**src/rtl/chgcfg_pkg.sv**
```systemverilog
// constants, tables and types shared by the charger configuration bank
package chgcfg_pkg;

   // ==========================================================
   // register map
   localparam int NREG = 4;
   localparam int IX_C4 = 0;
   localparam int IX_C5 = 1;
   localparam int IX_TMP = 2;
   localparam int IX_NTC = 3;
   localparam logic [7:0] OFS_RSVD = 8'h15;
   localparam logic [7:0] REG_OFS [NREG] = '{8'h13, 8'h14, 8'h16, 8'h17};
   // freq bit of the first register is 0 here; the strap replaces it
   localparam logic [7:0] RST_VAL [NREG] = '{8'h01, 8'h16, 8'hc0, 8'h7a};
   localparam logic [7:0] WR_MASK [NREG] = '{8'hff, 8'hbf, 8'hfe, 8'hfe};
   localparam logic [7:0] WD_MASK [NREG] = '{8'h10, 8'h3d, 8'hf0, 8'hfe};
   localparam logic [7:0] RR_MASK [NREG] = '{8'h1f, 8'h3f, 8'hfe, 8'hfe};

   // ==========================================================
   // field positions
   localparam int B_FET2 = 7;
   localparam int B_FET1 = 6;
   localparam int B_FREQ = 5;
   localparam int B_STAT_OFF = 4;
   localparam int B_SHORT_OFF = 3;
   localparam int B_UVP_OFF = 2;
   localparam int B_FDET = 1;
   localparam int B_IOCP = 0;
   localparam int B_FITTED = 7;
   localparam int B_SENSE = 5;
   localparam int B_DLIM = 3;
   localparam int B_IINT = 2;
   localparam int B_IEXT = 1;
   localparam int B_BATOC = 0;
   localparam int B_THERMAL_REGULATION_THRESHOLD = 6;
   localparam int B_THERMAL_SHUTDOWN_THRESHOLD = 4;
   localparam int B_VBUS_PD = 3;
   localparam int B_VAC1_PD = 2;
   localparam int B_VAC2_PD = 1;
   localparam int B_VSET = 5;
   localparam int B_ISETH = 3;
   localparam int B_ISETC = 1;

   // ==========================================================
   // code tables
   localparam logic [12:0] DLIM_MA [4] = '{13'hbb8, 13'hfa0, 13'h1388, 13'h0};
   localparam logic [1:0] DLIM_OFF = 2'h3;
   localparam logic [7:0] THERMAL_REGULATION_THRESHOLD_C [4] = '{8'h3c, 8'h50, 8'h64, 8'h78};
   localparam logic [7:0] THERMAL_SHUTDOWN_THRESHOLD_C [4] = '{8'h96, 8'h82, 8'h78, 8'h55};
   localparam logic [9:0] VSET_DROP_MV [8] =
      '{10'h0, 10'h320, 10'h258, 10'h190, 10'h12c, 10'hc8, 10'h64, 10'h0};
   localparam logic [2:0] VSET_SUSPEND = 3'h0;

   // ==========================================================
   // timing
   localparam int CLK_PERIOD_NS = 40;
   localparam int SETTLE_NS = 1000;
   localparam logic [1:0] CAP_WAIT = 2'h2;

   typedef enum logic [1:0] {
      DS_IDLE = 2'b00,
      DS_HALT = 2'b01,
      DS_MEAS = 2'b11,
      DS_UPD = 2'b10
   } det_state_t;

   // write, then register reset over watchdog restore
   function automatic logic [7:0] upd(input logic [7:0] cur, input logic hit,
         input logic [7:0] wd_data, input logic [7:0] wm, input logic wd,
         input logic rr, input logic [7:0] wdm, input logic [7:0] rrm,
         input logic [7:0] rst);
      logic [7:0] v;
      v = cur;
      if (hit) begin
         v = (cur & ~wm) | (wd_data & wm);
      end
      if (rr) begin
         v = (v & ~rrm) | (rst & rrm);
      end else if (wd) begin
         v = (v & ~wdm) | (rst & wdm);
      end
      return v;
   endfunction : upd

endpackage : chgcfg_pkg

```
**src/rtl/charger_control_temp_config_regs.sv**
```systemverilog
// charger configuration bank: input FETs, protection, thermal, derating
// How it works
// - each absent input FET locks its own driver off
// - frequency bit loads from strap at power-up
// - indicator disable bit stops driving status pin
// - short disable bit skips system-short hiccup
// - undervoltage disable bit skips reverse hiccup
// - forced detect accepted only above minimum
// - detection halts, measures, updates, self-clears
// - input overcurrent protection resets enabled
// - ship switch absent holds related bits zero
// - discharge sense bit enables current sensing
// - discharge limit codes 3A/4A/5A/off
// - internal input limit bit enables regulation
// - external limit bit honours limit pin
// - battery overcurrent bit enables protection
// - thermal regulation codes 60 to 120 C
// - thermal shutdown codes 150/130/120/85 C
// - main input pull-down bit connects resistor
// - aux pull-down bits connect their resistors
// - warm voltage code lowers or suspends
// - warm current code scales or suspends
// - cool current code scales or suspends
// - watchdog restores marked fields, register reset all but the FET, freq and fitted bits
`timescale 1ns/100ps
`default_nettype none
module charger_control_temp_config_regs
   import chgcfg_pkg::*;
(
   // clock and reset
   input wire logic clk,
   input wire logic rst_b,
   // register port behind the host serial interface
   input wire logic [7:0] reg_addr,
   input wire logic [7:0] reg_wdata,
   input wire logic reg_wr,
   output logic [7:0] reg_rd_data,
   // restore events, same clock
   input wire logic watchdog_expired,
   input wire logic reg_reset,
   // pins and comparators, asynchronous
   input wire logic prog_strap_pin,
   input wire logic fet1_absent_pin,
   input wire logic fet2_absent_pin,
   input wire logic vbat_above_min_system_voltage,
   // charger core requests, same clock
   input wire logic adc_done,
   input wire logic stat_drive_req,
   input wire logic force_ship_off_req,
   input wire logic [1:0] ship_action_req,
   // input FETs and converter
   output logic input_fet1_driver_on,
   output logic input_fet2_driver_on,
   output logic switching_freq_sel,
   output logic converter_halt,
   output logic vbus_measure_req,
   output logic input_limit_update,
   // status pin, open drain
   output logic stat_pin_o,
   output logic stat_pin_oe_b,
   // protection
   output logic sys_short_hiccup_on,
   output logic reverse_undervolt_hiccup_on,
   output logic input_overcurrent_protect_on,
   output logic battery_overcurrent_on,
   output logic force_ship_switch_off,
   output logic [1:0] ship_switch_action,
   // current regulation
   output logic discharge_sense_on,
   output logic discharge_limit_on,
   output logic [12:0] discharge_limit_ma,
   output logic internal_input_limit_on,
   output logic external_input_limit_on,
   // thermal and pull-downs
   output logic [7:0] thermal_regulation_c,
   output logic [7:0] thermal_shutdown_c,
   output logic main_input_pulldown_on,
   output logic aux_input1_pulldown_on,
   output logic aux_input2_pulldown_on,
   // temperature derating
   output logic warm_charge_suspend,
   output logic [9:0] warm_vreg_drop_mv,
   output logic [1:0] warm_charge_current_sel,
   output logic [1:0] cool_charge_current_sel
);

   // ==========================================================
   // pin synchronisers and power-up capture
   logic [3:0] pins_s;
   logic strap_s;
   logic fet1_abs_s;
   logic fet2_abs_s;
   logic vbat_ok_s;
   logic [1:0] cap_cnt_ff;
   logic cap_done_ff;
   logic cap_pulse;
   logic [1:0] fet_abs_ff;
   logic [1:0] fet_lock;

   pin_sync #(.W(4)) u_sync (
      .clk(clk),
      .rst_b(rst_b),
      .d({vbat_above_min_system_voltage, fet2_absent_pin, fet1_absent_pin,
          prog_strap_pin}),
      .q(pins_s)
   );
   assign {vbat_ok_s, fet2_abs_s, fet1_abs_s, strap_s} = pins_s;

   // wait for the synchroniser to fill before trusting the straps
   assign cap_pulse = !cap_done_ff && (cap_cnt_ff == CAP_WAIT);

   always_ff @(posedge clk or negedge rst_b) begin
      if (!rst_b) begin
         cap_cnt_ff <= 2'h0;
         cap_done_ff <= 1'b0;
      end else if (!cap_done_ff) begin
         cap_cnt_ff <= cap_cnt_ff + 2'h1;
         cap_done_ff <= cap_pulse;
      end
   end

   always_ff @(posedge clk or negedge rst_b) begin
      if (!rst_b) begin
         fet_abs_ff <= 2'h0;
      end else if (cap_pulse) begin
         fet_abs_ff <= {fet2_abs_s, fet1_abs_s};
      end
   end

   // drivers stay locked until the presence check has been made
   assign fet_lock = fet_abs_ff | {2{!cap_done_ff}};

   // ==========================================================
   // register array
   logic [7:0] regs_ff [NREG];
   logic [7:0] base_nxt [NREG];
   logic [7:0] nxt_regs [NREG];
   logic [NREG-1:0] hit;
   logic det_done;
   logic fdet_wr1;

   for (genvar i = 0; i < NREG; i++) begin : g_reg
      assign hit[i] = reg_wr && (reg_addr == REG_OFS[i]);
      always_comb begin
         base_nxt[i] = upd(regs_ff[i], hit[i], reg_wdata, WR_MASK[i],
            watchdog_expired, reg_reset, WD_MASK[i], RR_MASK[i],
            RST_VAL[i]);
      end
      always_ff @(posedge clk or negedge rst_b) begin
         if (!rst_b) begin
            regs_ff[i] <= RST_VAL[i];
         end else begin
            regs_ff[i] <= nxt_regs[i];
         end
      end
   end

   assign fdet_wr1 = hit[IX_C4] && reg_wdata[B_FDET];

   always_comb begin
      for (int k = 0; k < NREG; k++) begin
         nxt_regs[k] = base_nxt[k];
      end
      nxt_regs[IX_C4][B_FET1] = base_nxt[IX_C4][B_FET1] && !fet_lock[0];
      nxt_regs[IX_C4][B_FET2] = base_nxt[IX_C4][B_FET2] && !fet_lock[1];
      if (cap_pulse) begin
         nxt_regs[IX_C4][B_FREQ] = strap_s;
      end
      if (fdet_wr1 && !vbat_ok_s && !reg_reset) begin
         nxt_regs[IX_C4][B_FDET] = regs_ff[IX_C4][B_FDET];
      end
      // a fresh accepted write of 1 wins over the self-clear
      if (det_done && !(fdet_wr1 && vbat_ok_s)) begin
         nxt_regs[IX_C4][B_FDET] = 1'b0;
      end
      if (!nxt_regs[IX_C5][B_FITTED]) begin
         nxt_regs[IX_C5][B_BATOC] = 1'b0;
      end
   end

   // ==========================================================
   // forced detection
   detect_seq u_det (
      .clk(clk),
      .rst_b(rst_b),
      .start(regs_ff[IX_C4][B_FDET]),
      .adc_done(adc_done),
      .done(det_done),
      .converter_halt(converter_halt),
      .vbus_measure_req(vbus_measure_req),
      .input_limit_update(input_limit_update)
   );

   // ==========================================================
   // read port, one cycle latency
   logic [7:0] rd_mux;

   always_comb begin
      rd_mux = 8'h0;
      for (int k = 0; k < NREG; k++) begin
         if (reg_addr == REG_OFS[k]) begin
            rd_mux = regs_ff[k] & WR_MASK[k];
         end
      end
   end

   always_ff @(posedge clk or negedge rst_b) begin
      if (!rst_b) begin
         reg_rd_data <= 8'h0;
      end else begin
         reg_rd_data <= rd_mux;
      end
   end

   // ==========================================================
   // field outputs, one cycle behind the register
   logic [7:0] c4;
   logic [7:0] c5;
   logic [7:0] tmp;
   logic [7:0] ntc;
   logic stat_en;

   assign c4 = regs_ff[IX_C4];
   assign c5 = regs_ff[IX_C5];
   assign tmp = regs_ff[IX_TMP];
   assign ntc = regs_ff[IX_NTC];
   assign stat_en = !c4[B_STAT_OFF];

   always_ff @(posedge clk or negedge rst_b) begin
      if (!rst_b) begin
         input_fet1_driver_on <= 1'b0;
         input_fet2_driver_on <= 1'b0;
         switching_freq_sel <= 1'b0;
         stat_pin_o <= 1'b1;
         stat_pin_oe_b <= 1'b1;
      end else begin
         input_fet1_driver_on <= c4[B_FET1] && !fet_lock[0];
         input_fet2_driver_on <= c4[B_FET2] && !fet_lock[1];
         switching_freq_sel <= c4[B_FREQ];
         // open drain: drive low only while enabled and requested
         stat_pin_o <= 1'b0;
         stat_pin_oe_b <= !(stat_en && stat_drive_req);
      end
   end

   always_ff @(posedge clk or negedge rst_b) begin
      if (!rst_b) begin
         sys_short_hiccup_on <= 1'b1;
         reverse_undervolt_hiccup_on <= 1'b1;
         input_overcurrent_protect_on <= 1'b1;
         battery_overcurrent_on <= 1'b0;
         force_ship_switch_off <= 1'b0;
         ship_switch_action <= 2'h0;
      end else begin
         sys_short_hiccup_on <= !c4[B_SHORT_OFF];
         reverse_undervolt_hiccup_on <= !c4[B_UVP_OFF];
         input_overcurrent_protect_on <= c4[B_IOCP];
         battery_overcurrent_on <= c5[B_BATOC] && c5[B_FITTED];
         force_ship_switch_off <= force_ship_off_req && c5[B_FITTED];
         ship_switch_action <= ship_action_req & {2{c5[B_FITTED]}};
      end
   end

   always_ff @(posedge clk or negedge rst_b) begin
      if (!rst_b) begin
         discharge_sense_on <= 1'b0;
         discharge_limit_on <= 1'b1;
         discharge_limit_ma <= DLIM_MA[RST_VAL[IX_C5][B_DLIM +: 2]];
         internal_input_limit_on <= 1'b1;
         external_input_limit_on <= 1'b1;
      end else begin
         discharge_sense_on <= c5[B_SENSE];
         discharge_limit_on <= c5[B_DLIM +: 2] != DLIM_OFF;
         discharge_limit_ma <= DLIM_MA[c5[B_DLIM +: 2]];
         internal_input_limit_on <= c5[B_IINT];
         external_input_limit_on <= c5[B_IEXT];
      end
   end

   always_ff @(posedge clk or negedge rst_b) begin
      if (!rst_b) begin
         thermal_regulation_c <= THERMAL_REGULATION_THRESHOLD_C[RST_VAL[IX_TMP][B_THERMAL_REGULATION_THRESHOLD +: 2]];
         thermal_shutdown_c <= THERMAL_SHUTDOWN_THRESHOLD_C[RST_VAL[IX_TMP][B_THERMAL_SHUTDOWN_THRESHOLD +: 2]];
         main_input_pulldown_on <= 1'b0;
         aux_input1_pulldown_on <= 1'b0;
         aux_input2_pulldown_on <= 1'b0;
      end else begin
         thermal_regulation_c <= THERMAL_REGULATION_THRESHOLD_C[tmp[B_THERMAL_REGULATION_THRESHOLD +: 2]];
         thermal_shutdown_c <= THERMAL_SHUTDOWN_THRESHOLD_C[tmp[B_THERMAL_SHUTDOWN_THRESHOLD +: 2]];
         main_input_pulldown_on <= tmp[B_VBUS_PD];
         aux_input1_pulldown_on <= tmp[B_VAC1_PD];
         aux_input2_pulldown_on <= tmp[B_VAC2_PD];
      end
   end

   always_ff @(posedge clk or negedge rst_b) begin
      if (!rst_b) begin
         warm_charge_suspend <= 1'b0;
         warm_vreg_drop_mv <= VSET_DROP_MV[RST_VAL[IX_NTC][B_VSET +: 3]];
         warm_charge_current_sel <= RST_VAL[IX_NTC][B_ISETH +: 2];
         cool_charge_current_sel <= RST_VAL[IX_NTC][B_ISETC +: 2];
      end else begin
         warm_charge_suspend <= ntc[B_VSET +: 3] == VSET_SUSPEND;
         warm_vreg_drop_mv <= VSET_DROP_MV[ntc[B_VSET +: 3]];
         warm_charge_current_sel <= ntc[B_ISETH +: 2];
         cool_charge_current_sel <= ntc[B_ISETC +: 2];
      end
   end
endmodule : charger_control_temp_config_regs
`default_nettype wire

```
**src/rtl/pin_sync.sv**
```systemverilog
// two-stage synchroniser for pin-level inputs
`timescale 1ns/100ps
`default_nettype none
module pin_sync #(
   parameter int W = 4
) (
   // clock and reset
   input wire logic clk,
   input wire logic rst_b,
   // levels
   input wire logic [W-1:0] d,
   output logic [W-1:0] q
);
   logic [W-1:0] meta_ff;
   logic [W-1:0] sync_ff;

   always_ff @(posedge clk or negedge rst_b) begin
      if (!rst_b) begin
         meta_ff <= '0;
         sync_ff <= '0;
      end else begin
         meta_ff <= d;
         sync_ff <= meta_ff;
      end
   end

   assign q = sync_ff;
endmodule : pin_sync
`default_nettype wire

```
**src/rtl/detect_seq.sv**
```systemverilog
// sequencer for a forced input-voltage-limit detection
`timescale 1ns/100ps
`default_nettype none
module detect_seq
   import chgcfg_pkg::*;
#(
   parameter int SETTLE_CYC = (SETTLE_NS + CLK_PERIOD_NS - 1) / CLK_PERIOD_NS
) (
   // clock and reset
   input wire logic clk,
   input wire logic rst_b,
   // control
   input wire logic start,
   input wire logic adc_done,
   output logic done,
   // converter side
   output logic converter_halt,
   output logic vbus_measure_req,
   output logic input_limit_update
);
   det_state_t state_ff;
   det_state_t nxt_state;
   logic [7:0] cnt_ff;

   always_comb begin
      nxt_state = state_ff;
      case (state_ff)
         DS_IDLE: if (start) nxt_state = DS_HALT;
         DS_HALT: if (cnt_ff == 8'(SETTLE_CYC - 1)) nxt_state = DS_MEAS;
         DS_MEAS: if (adc_done) nxt_state = DS_UPD;
         DS_UPD: nxt_state = DS_IDLE;
         default: nxt_state = DS_IDLE;
      endcase
   end

   always_ff @(posedge clk or negedge rst_b) begin
      if (!rst_b) begin
         state_ff <= DS_IDLE;
      end else begin
         state_ff <= nxt_state;
      end
   end

   // settle time lets the input current decay before measuring
   always_ff @(posedge clk or negedge rst_b) begin
      if (!rst_b) begin
         cnt_ff <= 8'h0;
      end else if (state_ff == DS_HALT) begin
         cnt_ff <= cnt_ff + 8'h1;
      end else begin
         cnt_ff <= 8'h0;
      end
   end

   always_ff @(posedge clk or negedge rst_b) begin
      if (!rst_b) begin
         converter_halt <= 1'b0;
         vbus_measure_req <= 1'b0;
         input_limit_update <= 1'b0;
      end else begin
         converter_halt <= (nxt_state == DS_HALT) || (nxt_state == DS_MEAS);
         vbus_measure_req <= nxt_state == DS_MEAS;
         input_limit_update <= nxt_state == DS_UPD;
      end
   end

   assign done = state_ff == DS_UPD;
endmodule : detect_seq
`default_nettype wire

```
**config.mk**
```make
export PLATFORM = sky130hd
export DESIGN_NAME = charger_control_temp_config_regs
export DESIGN_NICKNAME = d
export VERILOG_FILES = /design/src/rtl/chgcfg_pkg.sv /design/src/rtl/charger_control_temp_config_regs.sv /design/src/rtl/pin_sync.sv /design/src/rtl/detect_seq.sv
export SDC_FILE = /design/constraint.sdc
export NUM_CORES = 1
export LEC_CHECK = 0
export BUFFER_PORTS_ARGS = -buffer_cell sky130_fd_sc_hd__buf_2
export CORE_MARGIN = 2
export CORE_UTILIZATION = 35
export CTS_CLUSTER_DIAMETER = 80
export DETAILED_ROUTE_END_ITERATION = 10
export GPL_TIMING_DRIVEN = 0
export SLEW_MARGIN = 20
export SYNTH_ARGS = -nofsm -noshare
export SYNTH_HDL_FRONTEND = slang
export SYNTH_HIERARCHICAL = 1
export SYNTH_SLANG_ARGS = --single-unit
```
**constraint.sdc**
```tcl
create_clock -name clk -period 1.6 [get_ports clk]
set_input_delay 0.32 -clock clk [delete_from_list [all_inputs] [get_ports clk]]
set_output_delay 0.32 -clock clk [all_outputs]
set_load 0.02 [all_outputs]
```
==> results.md <==
- Cell area after synthesis: 4520 um^2
- Die area: 13900 um^2
- Vias in the first global route: 3044
- Post-synth top flop: dfrtp_1
- Initial antenna violation count: 0
- Ratio of cells with drive above 1 in the final layout: 37.1%
- Vias: 2983
- M2 GR Usage: 21.5%
- Leakage: 0.00276 uW
- Clock Latency Late Sink: 0.36 ns
- Ant. Diodes: 0
- Buffer type at the clock tree root: clkbuf_16
- Io pins: 104
- Pwr Total: 5960 uW
- Total grt overflow: 0
- CP max FO: 3
- Synth Area in Compound Gates: 6.03%
- WP buf/inv: 1
- Clock Sinks: 110
- Syn Area/Cell: 12.0 um^2
- Hold/Removal Path Class: input pin to flop
- Clk pin slew, worst setup/hold paths: 0.07 ns
- Post-synthesis sequential area ratio: 61.8%
- Core Box Area: 12600 um^2
- Die W: 118 um
- H-tree depth: 3
- Final-report max-slew violation count: 0
- Die Y-Extent: 118 um
- Yosys reg bits: 110
- Crit-path cells: inv_1 -> ha_1 -> or4b_4 -> or3_4 -> a21oi_2
- Worst-case clock buffer depth: 2
- Slowest CP cell: or4b_4
- Largest family of logic cells by synthesized area: simple AND/OR/NAND/NOR gates
- Relative slew margins: 63.5%
- Worst IR Drop VDD: 0.000455 V
- Area contributors post-synth: dfrtp_1 42%, dfstp_2 20%, mux2i_1 5.5%, ha_1 4.1%, nor2_1 2.8%
- XOR/XNOR share of the synthesized area: 0.774%
- RSZ-0062 raised after global routing: yes
- Crit Path Category: flop to flop
- Critical path data arrival time: 1.88 ns
- GPL Wtd Cong: 0.777
- Initial cell density of the core: 35.9%
- Layout Nets: 538
- Status: finished clean
- Drt initial violations: 174
- Maximum clock rate: 630 MHz
- Drt total wl: 9.55 mm
- Top cell type by total area after synthesis: dfrtp_1
- CTS tree: done
- Synthesis Warnings: 6
- Global Route met3 Usage: 5.47%
- HPWL after DPL: 6.85 mm
- R2r startpoint: u_det/cnt_ff[1]
- Synth-to-Final Area Change: 23.8%
- Most common cell after layout, fill and taps aside: buf_2
- Async SR Flop Fraction: 100%
- Cells after Synth: 376
- TritonCTS Buffers: 9
- Setup crit start: u_det/cnt_ff[1]
- Number of synthesized flops with an enable pin: 0
- Worst path top cell family by delay: simple AND/OR/NAND/NOR gates
- Top-area cell type share of the netlist area: 42.0%
- I/O Buffers: 94
- Final setup viols: 0
- WP data required: 1.89 ns
- Most frequent cells in the layout: 95 x buf_2, 76 x dfrtp_1, 34 x nor2_1, 34 x dfstp_2, 28 x nand2_1
- FF/Latch Area: 2800 um^2
- Area of the multi-input gates: 1510 um^2
- Worst-margin pin slew: 0.548 ns
- Pin count of the biggest net entering global routing: 81
- Worst hold path startpoint: vbat_above_min_system_voltage
- Adder-cell share of the synthesized area: 4.15%
- First-pass DRT Iterations: 4
- Distinct cells, synth: 49
- Max-cap violations: 0
- Top Usage Layer GRT: met2
- Routed len/inst: 14.3 um
- GRT Overall Usage: 14.7%
- Rows: 41
- Final Cycle Share: 99.2%
- GR Layer Usage met1: 19.2%
- Layout fillers: 1232
- First-pass GRT wire length: 15.6 mm
- Drt drc: 0
- Hold slack final: 0.0629 ns
- Vias/cell: 4.45
- Routed Antenna Nets: 0
- Final critical-path required period: 1.59 ns
- Critical path endpoint category: flop
- Pwr Density: 1060 nW/um^2
- Worst setup SP type: flop
- Multiplexer share of the synthesized area: 7.27%
- Max incr delay on CP: 0.44 ns
- Final Hold Fails: 0
- Clock skew: 0.00566 ns
- Simple-Gate Fraction of Synth Area: 13.8%
-- state kept, by name (all words and copies together), names as in the netlist, 4 cells and up --
signal,count
c4,8
ntc,7
warm_vreg_drop_mv,8
reg_rd_data,8
u_det/cnt_ff,8
u_sync/q,4
discharge_limit_ma,6
c5,7
tmp,7
thermal_shutdown_c,6
thermal_regulation_c,5
u_sync/meta_ff,4
-- what timing repair did --
item / 4_1_cts / 5_1_grt
endpoints found under the setup margin: 3 / 2
hold buffers: 1 / 0
setup buffers: 1 / 0
hold endpoints to repair: 21 / 0
resized for setup: 2 / 1
-- final timing paths --
path	endpoint	slack, ns	cells after the start
min in group asynchronous	reg_rd_data[2]	0.40	2
max in group asynchronous	warm_charge_current_sel[0]	0.48	3
min	u_sync/meta_ff[3]	0.06	1
max	u_det/state_ff[1]	0.01	5
min reg2reg	u_sync/q[2]	0.35	0
max reg2reg	u_det/state_ff[1]	0.01	5
-- where the power goes --
part / total (uW) / internal (uW) / switching, uW
clock: 2190 / 1210 / 980
sequential: 3040 / 2920 / 118
combinational: 728 / 297 / 431
total: 5960 / 4430 / 1530
-- synth_stat cells (all sizes together), types with 2 or more instances --
library cell	count
nor2	34
nand3	6
mux2i	25
clkbuf	10
and2	10
mux2	7
ha	15
inv	26
a21oi	4
o21ai	10
nor2b	8
o221a	5
buf	19
nand4	2
dfrtp	76
xnor2	2
a22oi	3
dfstp	34
xor2	2
or3	5
nand2b	12
and3	4
nand2	28
or2	3
nor3	2
a21boi	6
or4b	2
-- stage by stage --
step           TNS [ns]  cell area (um^2)  setup slack, ns  instances  util, %
3_5_place_dp      -7.74              5280           -0.442        652     41.9
4_1_cts               0              5600           0.0183        670     44.4
2_1_floorplan   -0.0569              4560          -0.0569        385        -
5_1_grt          -0.109              5600          -0.0608        670     44.4
3_3_place_gp     -99.19              5250            -1.02        651     41.6
6_report              0              5600           0.0136        670     44.4
-- cell families (layout without fill, tap and decap cells) --
family,Yosys count,after routing
AND/OR/NAND/NOR,122,122
flip-flops,110,110
buffers and inverters,55,168
AO/OA/AOI/OAI,37,37
multiplexers,32,32
adder cells (fa/ha/maj),15,15
XOR/XNOR,4,4
other,1,10
-- per-layer routing --
metal  part of all wire [%]  up-vias
met5                      0        -
met4                    2.3        0
met3                    6.7       12
met2                     45       91
met1                     46     1434
li1                       -     1446
-- area by class of cell --
type | count | area share, %
well taps | 172 | 3.84
clock inverters | 4 | 0.849
plain buffers | 29 | 3.19
inverters | 26 | 1.74
multi-input cells | 220 | 27.0
clock buffers | 12 | 4.22
flip-flops and latches | 110 | 49.9
repair buffers | 97 | 9.31
Power figures use the tool's default switching activity.
